===== config.mk =====
export PLATFORM = sky130hd
export DESIGN_NAME = acc_comparator_control
export DESIGN_NICKNAME = d
export VERILOG_FILES = /design/src/rtl/acc_pkg.sv /design/src/rtl/acc_comparator_control.sv
export VERILOG_INCLUDE_DIRS = /design/src /design/src/rtl
export SDC_FILE = /design/constraint.sdc
export NUM_CORES = 1
export LEC_CHECK = 0
export BUFFER_PORTS_ARGS = -buffer_cell sky130_fd_sc_hd__buf_2
export CORE_MARGIN = 2
export CORE_UTILIZATION = 44
export CTS_CLUSTER_SIZE = 28
export DETAILED_ROUTE_END_ITERATION = 12
export PLACE_DENSITY = 0.7
export SKIP_CTS_REPAIR_TIMING = 1
export SLEW_MARGIN = 20
export SYNTH_ARGS = -nofsm -noshare
export SYNTH_HDL_FRONTEND = slang
export SYNTH_SLANG_ARGS = --single-unit
export TNS_END_PERCENT = 10

===== constraint.sdc =====
create_clock -name i_core_clk -period 1.9 [get_ports i_core_clk]
set_clock_uncertainty 0.2 [all_clocks]
set_input_delay 0 -clock i_core_clk [delete_from_list [all_inputs] [get_ports i_core_clk]]
set_output_delay 0 -clock i_core_clk [all_outputs]
set_load 0.005 [all_outputs]

===== src/rtl/acc_params.svh =====
// Offsets, field positions, reset values and timing of the comparator control
`ifndef ACC_PARAMS_SVH
`define ACC_PARAMS_SVH

`define ACC_OFS_CONTROL   3'h0
`define ACC_OFS_INPUT_SEL 3'h2
`define ACC_OFS_IRQ_EN    3'h6
`define ACC_OFS_STATUS    3'h7

`define ACC_CTL_ENABLE    0
`define ACC_CTL_HYST_LO   1
`define ACC_CTL_LOW_CUR   3
`define ACC_CTL_EDGE_LO   4
`define ACC_CTL_PAD       6
`define ACC_CTL_KEEP_RUN  7
`define ACC_SEL_MINUS_LO  0
`define ACC_SEL_PLUS      3
`define ACC_SEL_INVERT    7
`define ACC_IRQ_BIT       0
`define ACC_STAT_FLAG     0
`define ACC_STAT_STATE    4

`define ACC_EDGE_ANY      2'h0
`define ACC_EDGE_RSVD     2'h1
`define ACC_EDGE_FALL     2'h2
`define ACC_EDGE_RISE     2'h3
`define ACC_MINUS_RSVD    2'h1
`define ACC_PLUS_PIN0     1'h0

`define ACC_RST_CONTROL   8'h00
`define ACC_RST_INPUT_SEL 8'h00
`define ACC_RST_IRQ_EN    8'h00
`define ACC_WMASK_CONTROL 8'hFF
`define ACC_WMASK_SEL     8'h8B
`define ACC_WMASK_IRQ     8'h01

`define ACC_SYNC_CYCLES   3

`endif


===== src/rtl/acc_pkg.sv =====
// Types shared by the comparator control logic
package acc_pkg;
  typedef logic [7:0] acc_byte_t;
  typedef logic [2:0] acc_addr_t;
  typedef logic [1:0] acc_code_t;
endpackage


===== src/rtl/acc_comparator_control.sv =====
// Control, status and interrupt logic around an analog voltage comparator
// Contract
// RULE1 - Pad enable bit one drives comparator output to pin, zero keeps off
// RULE2 - Edge field 5:4: 0 any, 2 falling, 3 rising, 1 reserved
// RULE3 - Control bit 3 selects low current operation of the comparator
// RULE4 - Hysteresis field 2:1: off, 10, 25 or 50 millivolts
// RULE5 - Control bit 0 enables the comparator, zero disables it
// RULE6 - Select bit 7 inverts output for pad, state and edges
// RULE7 - Plus select code 0 connects plus pin zero, code 1 nothing
// RULE8 - Minus field 1:0: pin zero, reference, converter; 1 reserved
// RULE9 - Interrupt enable bit 0 permits or masks the request
// RULE10 - Status bit 4 shows synchronised output, three cycles late
// RULE11 - Status bit 0 flag clears on writing one, zero leaves it
// RULE12 - Request high while enable and flag set, until flag clears
// RULE13 - Keep-run bit: in standby, events and pad run, flags frozen
// RULE14 - Raw output is one when plus input exceeds minus input
// RULE15 - Edges found on synchronised output, one flag set per edge
//
// Chosen here: the strobed register port.
`timescale 1ns/100ps
`include "acc_params.svh"

module acc_comparator_control
  import acc_pkg::*;
(
  input  wire logic      i_core_clk,
  input  wire logic      i_srst,
  input  wire logic      i_ce,
  input  wire acc_addr_t i_addr,
  input  wire acc_byte_t i_wdata,
  input  wire logic      i_wr,
  input  wire logic      i_rd,
  output acc_byte_t      o_rdata,
  input  wire logic      i_cmp_raw,
  input  wire logic      i_standby,
  output logic           o_cmp_enable,
  output logic           o_low_current,
  output acc_code_t      o_hyst_level,
  output logic           o_plus_connect,
  output acc_code_t      o_minus_sel,
  output logic           o_minus_valid,
  output logic           o_pad_out,
  output logic           o_pad_oe,
  output logic           o_event,
  output logic           o_irq
);

  function automatic logic edge_match(input acc_code_t sel,
                                      input logic      prev,
                                      input logic      cur);
    logic hit;
    hit = 1'b0;
    case (sel)
      `ACC_EDGE_ANY:  hit = prev ^ cur;
      `ACC_EDGE_FALL: hit = prev & ~cur;
      `ACC_EDGE_RISE: hit = ~prev & cur;
      default:        hit = 1'b0;
    endcase
    return hit;
  endfunction

  acc_byte_t control_reg;
  acc_byte_t control_next;
  acc_byte_t insel_reg;
  acc_byte_t insel_next;
  acc_byte_t irqen_reg;
  acc_byte_t irqen_next;
  logic      flag_reg;
  logic      flag_next;
  logic      sync1_reg;
  logic      sync1_next;
  logic      sync2_reg;
  logic      sync2_next;
  logic      state_reg;
  logic      state_next;
  logic      pad_reg;
  logic      pad_next;
  acc_byte_t rdata_reg;
  acc_byte_t rdata_next;

  acc_code_t edge_sel;
  logic      pad_en;
  logic      keep_run;
  logic      invert;
  logic      halted;
  logic      active;
  logic      flag_upd;
  logic      cmp_out;
  logic      edge_hit;
  logic      w1c_hit;

  assign edge_sel = control_reg[`ACC_CTL_EDGE_LO +: 2];
  assign pad_en   = control_reg[`ACC_CTL_PAD];
  assign keep_run = control_reg[`ACC_CTL_KEEP_RUN];
  assign invert   = insel_reg[`ACC_SEL_INVERT];

  // Standby without keep-run halts the comparator entirely
  assign halted   = i_standby & ~keep_run;                      // RULE13
  assign active   = control_reg[`ACC_CTL_ENABLE] & ~halted;     // RULE5
  assign flag_upd = active & ~i_standby;                        // RULE13

  // Raw core output is plus above minus; inversion comes after it
  assign cmp_out  = i_cmp_raw ^ invert;                         // RULE14 RULE6

  assign edge_hit = flag_upd & edge_match(edge_sel, state_reg,
                                          sync2_reg);           // RULE15 RULE2
  assign w1c_hit  = i_wr & (i_addr == `ACC_OFS_STATUS)
                  & i_wdata[`ACC_STAT_FLAG];

  // Register file and read port
  always_comb begin
    control_next = control_reg;
    insel_next   = insel_reg;
    irqen_next   = irqen_reg;
    rdata_next   = 8'h00;
    if (i_wr) begin
      case (i_addr)
        `ACC_OFS_CONTROL:   control_next = i_wdata & `ACC_WMASK_CONTROL;
        `ACC_OFS_INPUT_SEL: insel_next   = i_wdata & `ACC_WMASK_SEL;
        `ACC_OFS_IRQ_EN:    irqen_next   = i_wdata & `ACC_WMASK_IRQ;
        default:            control_next = control_reg;
      endcase
    end
    if (i_rd) begin
      case (i_addr)
        `ACC_OFS_CONTROL:   rdata_next = control_reg;
        `ACC_OFS_INPUT_SEL: rdata_next = insel_reg;
        `ACC_OFS_IRQ_EN:    rdata_next = irqen_reg;
        `ACC_OFS_STATUS: begin
          rdata_next[`ACC_STAT_FLAG]  = flag_reg;
          rdata_next[`ACC_STAT_STATE] = state_reg;              // RULE10
        end
        default:            rdata_next = 8'h00;
      endcase
    end
  end

  // Synchroniser, edge flag and pad drive
  always_comb begin
    sync1_next = cmp_out;
    sync2_next = sync1_reg;
    state_next = sync2_reg;                                     // RULE10
    pad_next   = cmp_out & pad_en & active;                     // RULE1
    flag_next  = flag_reg;
    if (w1c_hit) begin
      flag_next = 1'b0;                                         // RULE11
    end
    // A new edge wins over a clear in the same cycle
    if (edge_hit) begin
      flag_next = 1'b1;                                         // RULE15
    end
  end

  always_ff @(posedge i_core_clk) begin
    if (i_srst) begin
      control_reg <= `ACC_RST_CONTROL;
      insel_reg   <= `ACC_RST_INPUT_SEL;
      irqen_reg   <= `ACC_RST_IRQ_EN;
      flag_reg    <= 1'b0;
      sync1_reg   <= 1'b0;
      sync2_reg   <= 1'b0;
      state_reg   <= 1'b0;
      pad_reg     <= 1'b0;
      rdata_reg   <= 8'h00;
    end else if (i_ce) begin
      control_reg <= control_next;
      insel_reg   <= insel_next;
      irqen_reg   <= irqen_next;
      flag_reg    <= flag_next;
      sync1_reg   <= sync1_next;
      sync2_reg   <= sync2_next;
      state_reg   <= state_next;
      pad_reg     <= pad_next;
      rdata_reg   <= rdata_next;
    end
  end

  assign o_rdata        = rdata_reg;
  assign o_cmp_enable   = active;                               // RULE5
  assign o_low_current  = control_reg[`ACC_CTL_LOW_CUR];        // RULE3
  assign o_hyst_level   = control_reg[`ACC_CTL_HYST_LO +: 2];   // RULE4
  assign o_plus_connect = insel_reg[`ACC_SEL_PLUS]
                          == `ACC_PLUS_PIN0;                    // RULE7
  assign o_minus_sel    = insel_reg[`ACC_SEL_MINUS_LO +: 2];    // RULE8
  assign o_minus_valid  = o_minus_sel != `ACC_MINUS_RSVD;       // RULE8
  assign o_pad_out      = pad_reg;
  assign o_pad_oe       = pad_en & active;                      // RULE1
  assign o_event        = state_reg & active;                   // RULE13
  assign o_irq          = flag_reg & irqen_reg[`ACC_IRQ_BIT];   // RULE12 RULE9
endmodule


==> summary.md, run 1 <==
| Metric | Value |
|---|---|
| Synth-to-Final Area Change | `38.66%` |
| Clock-pin slew on the worst setup and hold paths | `0.14 ns` |
| Final setup violation count | `0` |
| Largest cells by area after synthesis | `dfxtp_1 42%, mux2i_1 8.1%, a21oi_1 7.3%, nor2_1 4.9%, nand2_1 4.6%` |
| Starting DRT DRC Count | `38` |
| First-pass GRT wire length | `~4500 um` |
| Die area | `around 0.0032 sq mm` |
| Clk Latency, worst-skew pair | `0.32 ns` |
| Final Hold Vio Count | `2` |
| Most frequent cell after synthesis | `dfxtp_1` |
| Post-route cell area | `roughly 0.0017 sq mm` |
| CTS max path bufs | `2` |
| Syn Inst Count | `~140` |
| Final net count | `between 200 and 250` |
| Count of final max-slew check failures | `0` |
| Max_cap viols | `0` |
| Max Freq | `between 500 and 600 MHz` |
| Critical Path RT | `1.91 ns` |
| Share of layout cells above drive strength 1 | `0.2426` |
| CTS tree | `yes` |
| CTS sink cnt | `26` |
| Synthesized area | `around 0.0012 sq mm` |
| Die H | `around 57 um` |
| Post-synth EDFFs | `0` |
| Routability cong. | `about 0.74` |
| Synth async-reset ratio | `0` |
| I/O Pins | `38` |
| Failing checks | `hold timing` |
| Die width | `around 57 um` |
| Status | `complete, but fails checks` |
| Slew @ Worst Pin | `around 0.5 ns` |
| Top cell type's share of synthesized area | `0.4232` |
| Crit-path max FO | `3` |
| Final Cycle Share | `0.9814` |
| Final Hold Slack | `-0.01129 ns` |
| Starting density of the core | `0.4538` |
| Worst setup SP type | `input port` |
| ANT cells | `0` |
| WS Path Type | `in -> reg` |
| Syn Area/Cell | `about 8.5 sq um` |
| Clk root buf | `clkbuf_4` |
| Max VDD drop | `0.0005323 V` |
| Mapped Nets | `roughly 160` |
| Fillers | `between 200 and 250` |
| Min-Delay Path Class | `in -> reg` |
| Sequential area share after synthesis | `0.4232` |
| Biggest area consumer among synthesized cells | `dfxtp_1` |
| Power Total | `between 0.9 and 1 mW` |
| Pleak | `between 0.6 and 0.7 nW` |
| Worst slew margin | `0.6756` |
| TritonCTS Buffers | `3` |
| Core area | `about 0.0027 sq mm` |
| CP arrival | `approximately 1.9 ns` |
| Final min period | `approximately 1.9 ns` |
| DR DRC count | `0` |
| Initial antenna violation count | `0` |
| GRT Residual Overflow | `0` |
| Layout Cells excl Fill | `approximately 230` |
| Drt pass-1 iters | `4` |
| Vias | `1177` |
| Syn. warnings | `0` |
| Global Route Usage Sum | `0.1763` |
| Std-Cell Rows | `19` |
| TNS Setup | `0 ns` |
| WL/cell | `between 10 and 15 um` |
| Number of global-route vias before repair | `roughly 990` |
| WL final | `between 3000 and 4000 um` |
| Worst setup EP type | `register` |
| Synth top cells by count | `26 x dfxtp_1, 18 x a21oi_1, 16 x nor2_1` |
| Ys flop type | `dfxtp_1` |
| Flops & latches, synth | `26` |
| Unique masters post-synth | `30` |
| Routed Antenna Nets | `0` |
| PwrDens | `about 560 mW/mm^2` |
| Detailed Place HPWL | `1963 um` |
| CTS H-tree depth | `1` |
| Worst R2R Setup Slack | `approximately 0.10 ns` |
| Post-Place Cells | `slightly above 200` |
| DR vias/cell | `5.052` |
| Largest net degree at the start of global routing | `27` |
| Placed Area | `0.001399 sq mm` |
| I/O Buffers | `37` |
-- layout make-up --
class                           instances  area, sq um  share of cell area
Multi-Input combinational cell        100        616.8              0.3617
Sequential cell                        26        520.5              0.3052
Timing Repair Buffer                   66        470.5              0.2759
Tap cell                               31        38.79             0.02274
Clock buffer                            4        36.28             0.02128
Inverter                                6        22.52             0.01321
-- worst paths after layout --
check,start,to,cells past startpoint
setup / recovery,i_ce,insel_reg[7],6
hold / removal,i_addr[1],o_rdata[7],4
setup reg to reg,insel_reg[0],o_rdata[0],5
hold reg to reg,control_reg[7],control_reg[7],2
-- per-stage QoR --
stage / worst slack [ns] / utilization
final: 0.03527 / 0.6293
after global placement: 0.4230 / 0.5162
after floorplan: 0.4646 / -
after CTS: 0.2579 / 0.5295
after detailed placement: 0.3501 / 0.5162
after global routing: -0.01142 / 0.6293
-- cells in the final DEF (no fill, tap or decap), drive strengths merged, types with 2 or more instances in the layout --
cell         Yosys  routed
buf              7      39
dlygate4sd3      0      27
dfxtp           26      26
a21oi           18      18
nor2            16      16
nand2           15      15
mux2i           10      10
nand3            9       9
inv              6       6
nor2b            6       6
and2             4       4
clkbuf           5       4
nand2b           3       3
nand4            2       2
o21ai            2       2
mux2             2       2
ha               2       2
nor3b            2       2
-- cells by family after synthesis --
group                      synth area share
adders and majority gates           0.02034
and+or+nand+nor                      0.2676
xor gates and xnor gates           0.007122
DFF                                  0.4232
muxes                               0.09970
AOI/OAI and AO/OA                    0.1068
buffers and inverters               0.07528
-- where the power goes --
group          total, mW  internal, mW  leakage, nW  switching (mW)
clock network      0.284         0.117       0.0210           0.167
logic              0.112        0.0572        0.459          0.0547
registers          0.557         0.551        0.210         0.00505
-- worst max-delay path, stage by stage --
cell and delay (ns):
dlygate4sd3_1 0.52, buf_2 0.11, nor3b_2 0.28, dlygate4sd3_1 0.69, mux2i_1 0.21, nor2_1 0.06
-- per-layer routing --
layer,part of all wire,up-vias,routed length (um),GRT usage
li1,-,595,-,-
met1,0.46,542,1396,0.2371
met2,0.49,34,1493,0.2757
met3,0.041,6,126,0.03226
met4,0.012,0,36,0.07641
met5,0,-,0,0
No activity file was read; power rests on OpenSTA's default activity.
==> inputs of run 2 (changes only) <==
- CELL_PAD_IN_SITES_DETAIL_PLACEMENT: default -> 1
- CELL_PAD_IN_SITES_GLOBAL_PLACEMENT: default -> 1
- CORE_UTILIZATION: 44 -> 36
- PLACE_DENSITY: 0.7 -> 0.79
==> run 2 against run 1 <==
  * The run still ends with hold timing left
  * Global-route usage shrank 0.41 points
  * Register-to-register slack improved by 0.16 ns
  * Clock power rose by 5%
  * Wire length increased by 28%
  * Highest routed layer unchanged
==> summary.md, run 2 (synthesized netlist as in run 1, its figures left out) <==
| Metric | Value |
|---|---|
| Status | `complete, but fails checks` |
| Placed Area | `0.001418 sq mm (+1.3%)` |
| Layout Cells excl Fill | `245 (+5.2%)` |
| Final Cycle Share | `0.9031 (-0.07835)` |
| Crit-path max FO | `7 (+4)` |
| Clock power frac | `0.306 (+0.008)` |
| FF-to-FF Start | `state_reg` |
| Combinational power share | `0.121 (+0.004)` |
| Slew @ Worst Pin | `0.4813 ns (-0.005248 ns)` |
| P_int | `0.7268 mW (+0.12%)` |
| Global Route Usage Sum | `0.1722 (-0.004139)` |
| Detailed Place HPWL | `2360 um (+20%)` |
| Worst R2R Setup Slack | `0.26 ns (+0.16 ns)` |
| Final min period | `1.716 ns (-0.1489 ns)` |
| Post-Place Cells | `217 (+7.4%)` |
| CP arrival | `1.80 ns (-0.07 ns)` |
| Drt pass-1 iters | `4 (unchanged)` |
| Final Hold Vio Count | `2 (unchanged)` |
| Sw Ratio | `0.2524 (+0.01479)` |
| Min-Delay Path Class | `in -> reg` |
| Psw | `0.2454 mW (+8.5%)` |
| Synth-to-Final Area Change | `37.74%` |
| Starting density of the core | `0.3715 (-0.08233)` |
| DR DRC count | `0 (unchanged)` |
| TNS Setup | `0 ns (unchanged)` |
| Pleak | `0.6992 nW (+1.4%)` |
| Routed Antenna Nets | `0 (unchanged)` |
| WL/cell | `15.89 um (+21%)` |
| Clock-pin slew on the worst setup and hold paths | `0.15 ns (about the same)` |
| I/O Pins | `38 (unchanged)` |
| Max_cap viols | `0 (unchanged)` |
| TritonCTS Buffers | `3 (unchanged)` |
| Count of final max-slew check failures | `0 (unchanged)` |
| CTS H-tree depth | `1 (unchanged)` |
| Clk Latency, worst-skew pair | `0.33 ns (about the same)` |
| RSZ-0062 raised after global routing | `false` |
| Failing checks | `hold timing` |
| Std-Cell Rows | `21 (+2)` |
| WL final | `3892 um (+28%)` |
| CTS max path bufs | `2 (unchanged)` |
| Worst setup EP type | `register` |
| Die width | `62.45 um (+9.8%)` |
| HP Start | `i_addr[2]` |
| Share of layout cells above drive strength 1 | `0.2462 (+0.003657)` |
| Post-route cell area | `0.001694 sq mm (-0.66%)` |
| Die H | `62.45 um (+9.8%)` |
| Fillers | `406 (+64%)` |
| Initial antenna violation count | `0 (unchanged)` |
| Max VDD drop | `0.0003491 V (-34%)` |
| Worst setup SP type | `input port` |
| WS Path Type | `in -> reg` |
| Max Freq | `582.8 MHz (+8.7%)` |
| Clk root buf | `clkbuf_4` |
| Final Hold Slack | `-0.03791 ns (-0.02662 ns)` |
| Worst slew margin | `0.6777 (+0.002093)` |
| Vias | `1257 (+6.8%)` |
| ANT cells | `0 (unchanged)` |
| CTS sink cnt | `26 (unchanged)` |
| Core area | `0.003311 sq mm (+22%)` |
| DR vias/cell | `5.131 (+1.6%)` |
| Final net count | `220 (-1.3%)` |
| Worst setup path startpoint | `i_wr` |
| Die area | `0.003900 sq mm (+21%)` |
| Largest net degree at the start of global routing | `27 (unchanged)` |
| Critical Path RT | `1.99 ns (+0.08 ns)` |
| I/O Buffers | `37 (unchanged)` |
| Sequential Power Share | `0.573 (-0.012)` |
| Number of global-route vias before repair | `1154 (+17%)` |
| GRT Residual Overflow | `0 (unchanged)` |
| Final core occ | `0.5117 (-0.1176)` |
| CTS tree | `yes` |
| PwrDens | `573.8 mW/mm^2 (+2.8%)` |
| Routability cong. | `0.6869 (-6.9%)` |
| Commonest non-fill, non-tap cell in the layout | `buf_2` |
| Commonest cells after routing, fill and taps aside | `37 x buf_2, 26 x dfxtp_1, 24 x dlygate4sd3_1` |
| Starting DRT DRC Count | `35 (-7.9%)` |
| First-pass GRT wire length | `5444 um (+21%)` |
| Final setup violation count | `0 (unchanged)` |
## run 2: cell count changes in the layout (fill, tap and decap cells not counted), sizes merged
cell / change
dlygate4sd3: -3
## run 2: power by group through the flow
stage                     Clock [mW]  Combinational [mW]  Sequential, mW
after global placement             0              0.0817           0.568
final                          0.298               0.117           0.557
after CTS                      0.294              0.0860           0.557
after detailed placement           0              0.0852           0.569
after global routing           0.327               0.125           0.559
after floorplan                    0              0.0512           0.567
## run 2: critical path: stages
cell and delay [ns]:
buf_2 0.18, dlygate4sd3_1 0.75, nand3_1 0.14, a21oi_1 0.16
dlygate4sd3_1 0.57
## run 2: through the flow
stage          hold slack [ns]  power, mW  setup slack, ns
3_3_place_gp           0.04895     0.6497           0.4107
5_1_grt              -0.006352      1.010          0.06801
3_5_place_dp           0.06439     0.6539           0.3081
2_1_floorplan         -0.07707     0.6182           0.4646
4_1_cts                -0.2907     0.9368           0.2538
6_report              -0.03791     0.9721           0.1841
## run 2: final timing paths
| path | end | cells past startpoint |
|---|---|---|
| setup / recovery | control_reg[0] | 5 |
| hold / removal | irqen_reg[0] | 5 |
| setup reg to reg | flag_reg | 5 |
| hold reg to reg | o_pad_out | 2 |
## run 2: layout make-up
cell class / count / area [sq um] / area share
inverter: 6 / 22.52 / 0.01329
sequential: 26 / 520.5 / 0.3072
timing repair buffer: 63 / 440.4 / 0.2600
multi-input combinational: 100 / 616.8 / 0.3641
tap: 46 / 57.56 / 0.03397
clock buffer: 4 / 36.28 / 0.02142
## run 2: routing by layer
layer  share of wire  vias up  GRT usage  wire length, um
met3           0.036       11    0.03423              139
met1            0.43      616     0.2281             1673
met5               0        -          0                0
met4           0.024        0    0.07500               94
li1                -      596          -                -
met2            0.51       34     0.2728             1984
==> inputs of run 3 (changes only) <==
- CELL_PAD_IN_SITES_DETAIL_PLACEMENT: 1 -> 0
- CELL_PAD_IN_SITES_GLOBAL_PLACEMENT: 1 -> 2
- CORE_UTILIZATION: 36 -> 28
==> run 3 against run 2 <==
  * The flow still finishes with violations (hold timing)
  * Cell count fell by 0.82%
  * Sequential share of layout area increased by 1.0 points
  * Sequential power about the same
  * Combinational power is 9% lower
  * Worst setup slack improved by 0.038 ns
  * Register-to-register slack better by 0.10 ns
  * First-iteration DRC count shrank 17%
  * Design area is 3.2% lower
  * Via count fell by 11%
  * Clock-buffer cell count unchanged
  * Clock power grew 20%
  * Critical path type unchanged
==> summary.md, run 3 (synthesized netlist as in run 1, its figures left out) <==
| Metric | Value |
|---|---|
| Vias | `1121 (-11%)` |
| Crit-path cells | `buf_2 -> nand3b_1 -> nor3b_2 -> mux2i_1 -> nor2_1 -> dlygate4sd3_1` |
| CTS tree | `yes` |
| Worst Path Buf+Inv | `2 (-1)` |
| Reg2Reg Depth | `5 (unchanged)` |
| Clock-pin slew on the worst setup and hold paths | `0.09 ns (-0.06 ns)` |
| Number of global-route vias before repair | `1092 (-5.4%)` |
| Die width | `70.28 um (+13%)` |
| Final Cycle Share | `0.8829 (-0.02014)` |
| TritonCTS Buffers | `3 (unchanged)` |
| Die area | `0.004939 sq mm (+27%)` |
| Final core occ | `0.3820 (-0.1297)` |
| Crit-path max FO | `9 (+2)` |
| DR DRC count | `0 (unchanged)` |
| Failing checks | `hold timing` |
| Clk root buf | `clkbuf_8` |
| Final Hold Vio Count | `1 (-1)` |
| Crit path largest cell delay | `0.57 ns (-0.18 ns)` |
| CTS max path bufs | `2 (unchanged)` |
| Share of layout cells above drive strength 1 | `0.2565 (+0.01031)` |
| Family with the most delay on the worst path | `buffers and inverters` |
| Count of final max-slew check failures | `0 (unchanged)` |
| Hold Crit Depth | `4 (-1)` |
| CTS sink cnt | `26 (unchanged)` |
| WL/cell | `12.60 um (-21%)` |
| ANT cells | `0 (unchanged)` |
| Max_cap viols | `0 (unchanged)` |
| Synth-to-Final Area Change | `33.37%` |
| Global Route Usage Sum | `0.1292 (-0.04292)` |
| Slew @ Worst Pin | `0.4905 ns (+0.009197 ns)` |
| GRT Residual Overflow | `0 (unchanged)` |
| Starting density of the core | `0.2864 (-0.08508)` |
| Critical Path RT | `1.87 ns (-0.12 ns)` |
| TNS Setup | `0 ns (unchanged)` |
| First-pass GRT wire length | `5106 um (-6.2%)` |
| Fillers | `452 (+11%)` |
| Core area | `0.004294 sq mm (+30%)` |
| Worst setup path startpoint | `i_addr[1]` |
| Clk Latency, worst-skew pair | `0.27 ns (-0.06 ns)` |
| PwrDens | `622.2 mW/mm^2 (+8.4%)` |
| WS Path Type | `in -> reg` |
| Worst slew margin | `0.6730 (-0.004725)` |
| Multi-input gate area | `616.8 sq um (unchanged)` |
| FF/Latch Area | `520.5 sq um (unchanged)` |
| Worst setup SP type | `input port` |
| Post-route setup slack | `0.2224 ns (+0.03827 ns)` |
| WL final | `3062 um (-21%)` |
| I/O Buffers | `37 (unchanged)` |
| Final setup violation count | `0 (unchanged)` |
| Placed Area | `0.001425 sq mm (+0.53%)` |
| CP arrival | `1.65 ns (-0.15 ns)` |
| Pleak | `0.6736 nW (-3.7%)` |
| Final min period | `1.678 ns (-0.03827 ns)` |
| Crit path capture | `insel_reg[3]` |
| Worst R2R Setup Slack | `0.36 ns (+0.10 ns)` |
| Starting DRT DRC Count | `29 (-17%)` |
| RSZ-0062 raised after global routing | `false` |
| Final Hold Slack | `-0.01712 ns (+0.02078 ns)` |
| CTS H-tree depth | `1 (unchanged)` |
| FF-to-FF End | `flag_reg` |
| Initial antenna violation count | `0 (unchanged)` |
| Routed Antenna Nets | `0 (unchanged)` |
| Die H | `70.28 um (+13%)` |
| Detailed Place HPWL | `2209 um (-6.4%)` |
| Drt pass-1 iters | `4 (unchanged)` |
| FF-to-FF Start | `state_reg` |
| Std-Cell Rows | `24 (+14%)` |
| Status | `complete, but fails checks` |
| DR vias/cell | `4.613 (-10%)` |
| Critical path depth | `6 (+1)` |
| Min-Delay Path Class | `in -> reg` |
| Slowest-stage cell, CP | `dlygate4sd3_1` |
| Max Freq | `596.1 MHz (+2.3%)` |
| Pre-CTS setup slack | `0.3584 ns (+0.05031 ns)` |
| Worst setup EP type | `register` |
| Largest net degree at the start of global routing | `27 (unchanged)` |
| Max VDD drop | `0.0002054 V (-41%)` |
| Final net count | `212 (-3.6%)` |
| Post-route cell area | `0.001640 sq mm (-3.2%)` |
| I/O Pins | `38 (unchanged)` |
| Routability cong. | `0.8320 (+21%)` |
| Commonest cells after routing, fill and taps aside | `37 x buf_2, 26 x dfxtp_1, 18 x a21oi_1` |
| Commonest non-fill, non-tap cell in the layout | `buf_2` |
run 3: cell count changes in the layout (fill, tap and decap cells not counted), sizes merged:
| cell | previous run | this run |
|---|---|---|
| dlygate4sd3 | 24 | 16 |
run 3: cell type report:
| type | count | share of cell area |
|---|---|---|
| multi-input combinational | 100 | 0.3760 |
| tap | 52 | 0.03966 |
| timing repair buffer | 55 | 0.2197 |
| sequential | 26 | 0.3173 |
| inverter | 6 | 0.01373 |
| clock buffer | 4 | 0.03356 |
run 3: worst reg2reg max path, stage by stage (launching register included):
cell	delay [ns]
dfxtp_1	0.40
inv_1	0.06
ha_1	0.29
a221oi_1	0.28
nand4b_1	0.12
a21oi_1	0.13
run 3: how the worst min path moves through the flow:
stage          slack, ns        endpoint       start
2_1_floorplan      -0.08    o_cmp_enable   i_standby
3_3_place_gp        0.06    insel_reg[1]  i_wdata[1]
3_5_place_dp        0.07  control_reg[6]  i_wdata[6]
4_1_cts            -0.23  control_reg[6]  i_wdata[6]
5_1_grt             0.03      o_rdata[0]   i_addr[0]
6_report           -0.02      o_rdata[0]   i_addr[0]
run 3: stage by stage:
stage,instances,power [mW]
global route,243,1.078
finish,243,1.021
global placement,223,0.6516
floorplan,144,0.6182
CTS,227,1.013
detailed placement,223,0.6522
run 3: metal layers:
layer  GRT usage  vias to the layer above  routed length (um)
li1            -                      576                   -
met1      0.1604                      525                1426
met2      0.2191                       18                1484
met3     0.02453                        2                 117
met4     0.05128                        0                  34
met5           0                        -                   0
run 3: report_power, final:
part | total, mW | internal, mW | switching, mW
logic | 0.106 | 0.0529 | 0.0533
registers | 0.555 | 0.551 | 0.00490
clock network | 0.359 | 0.185 | 0.174
total | 1.02 | 0.789 | 0.232
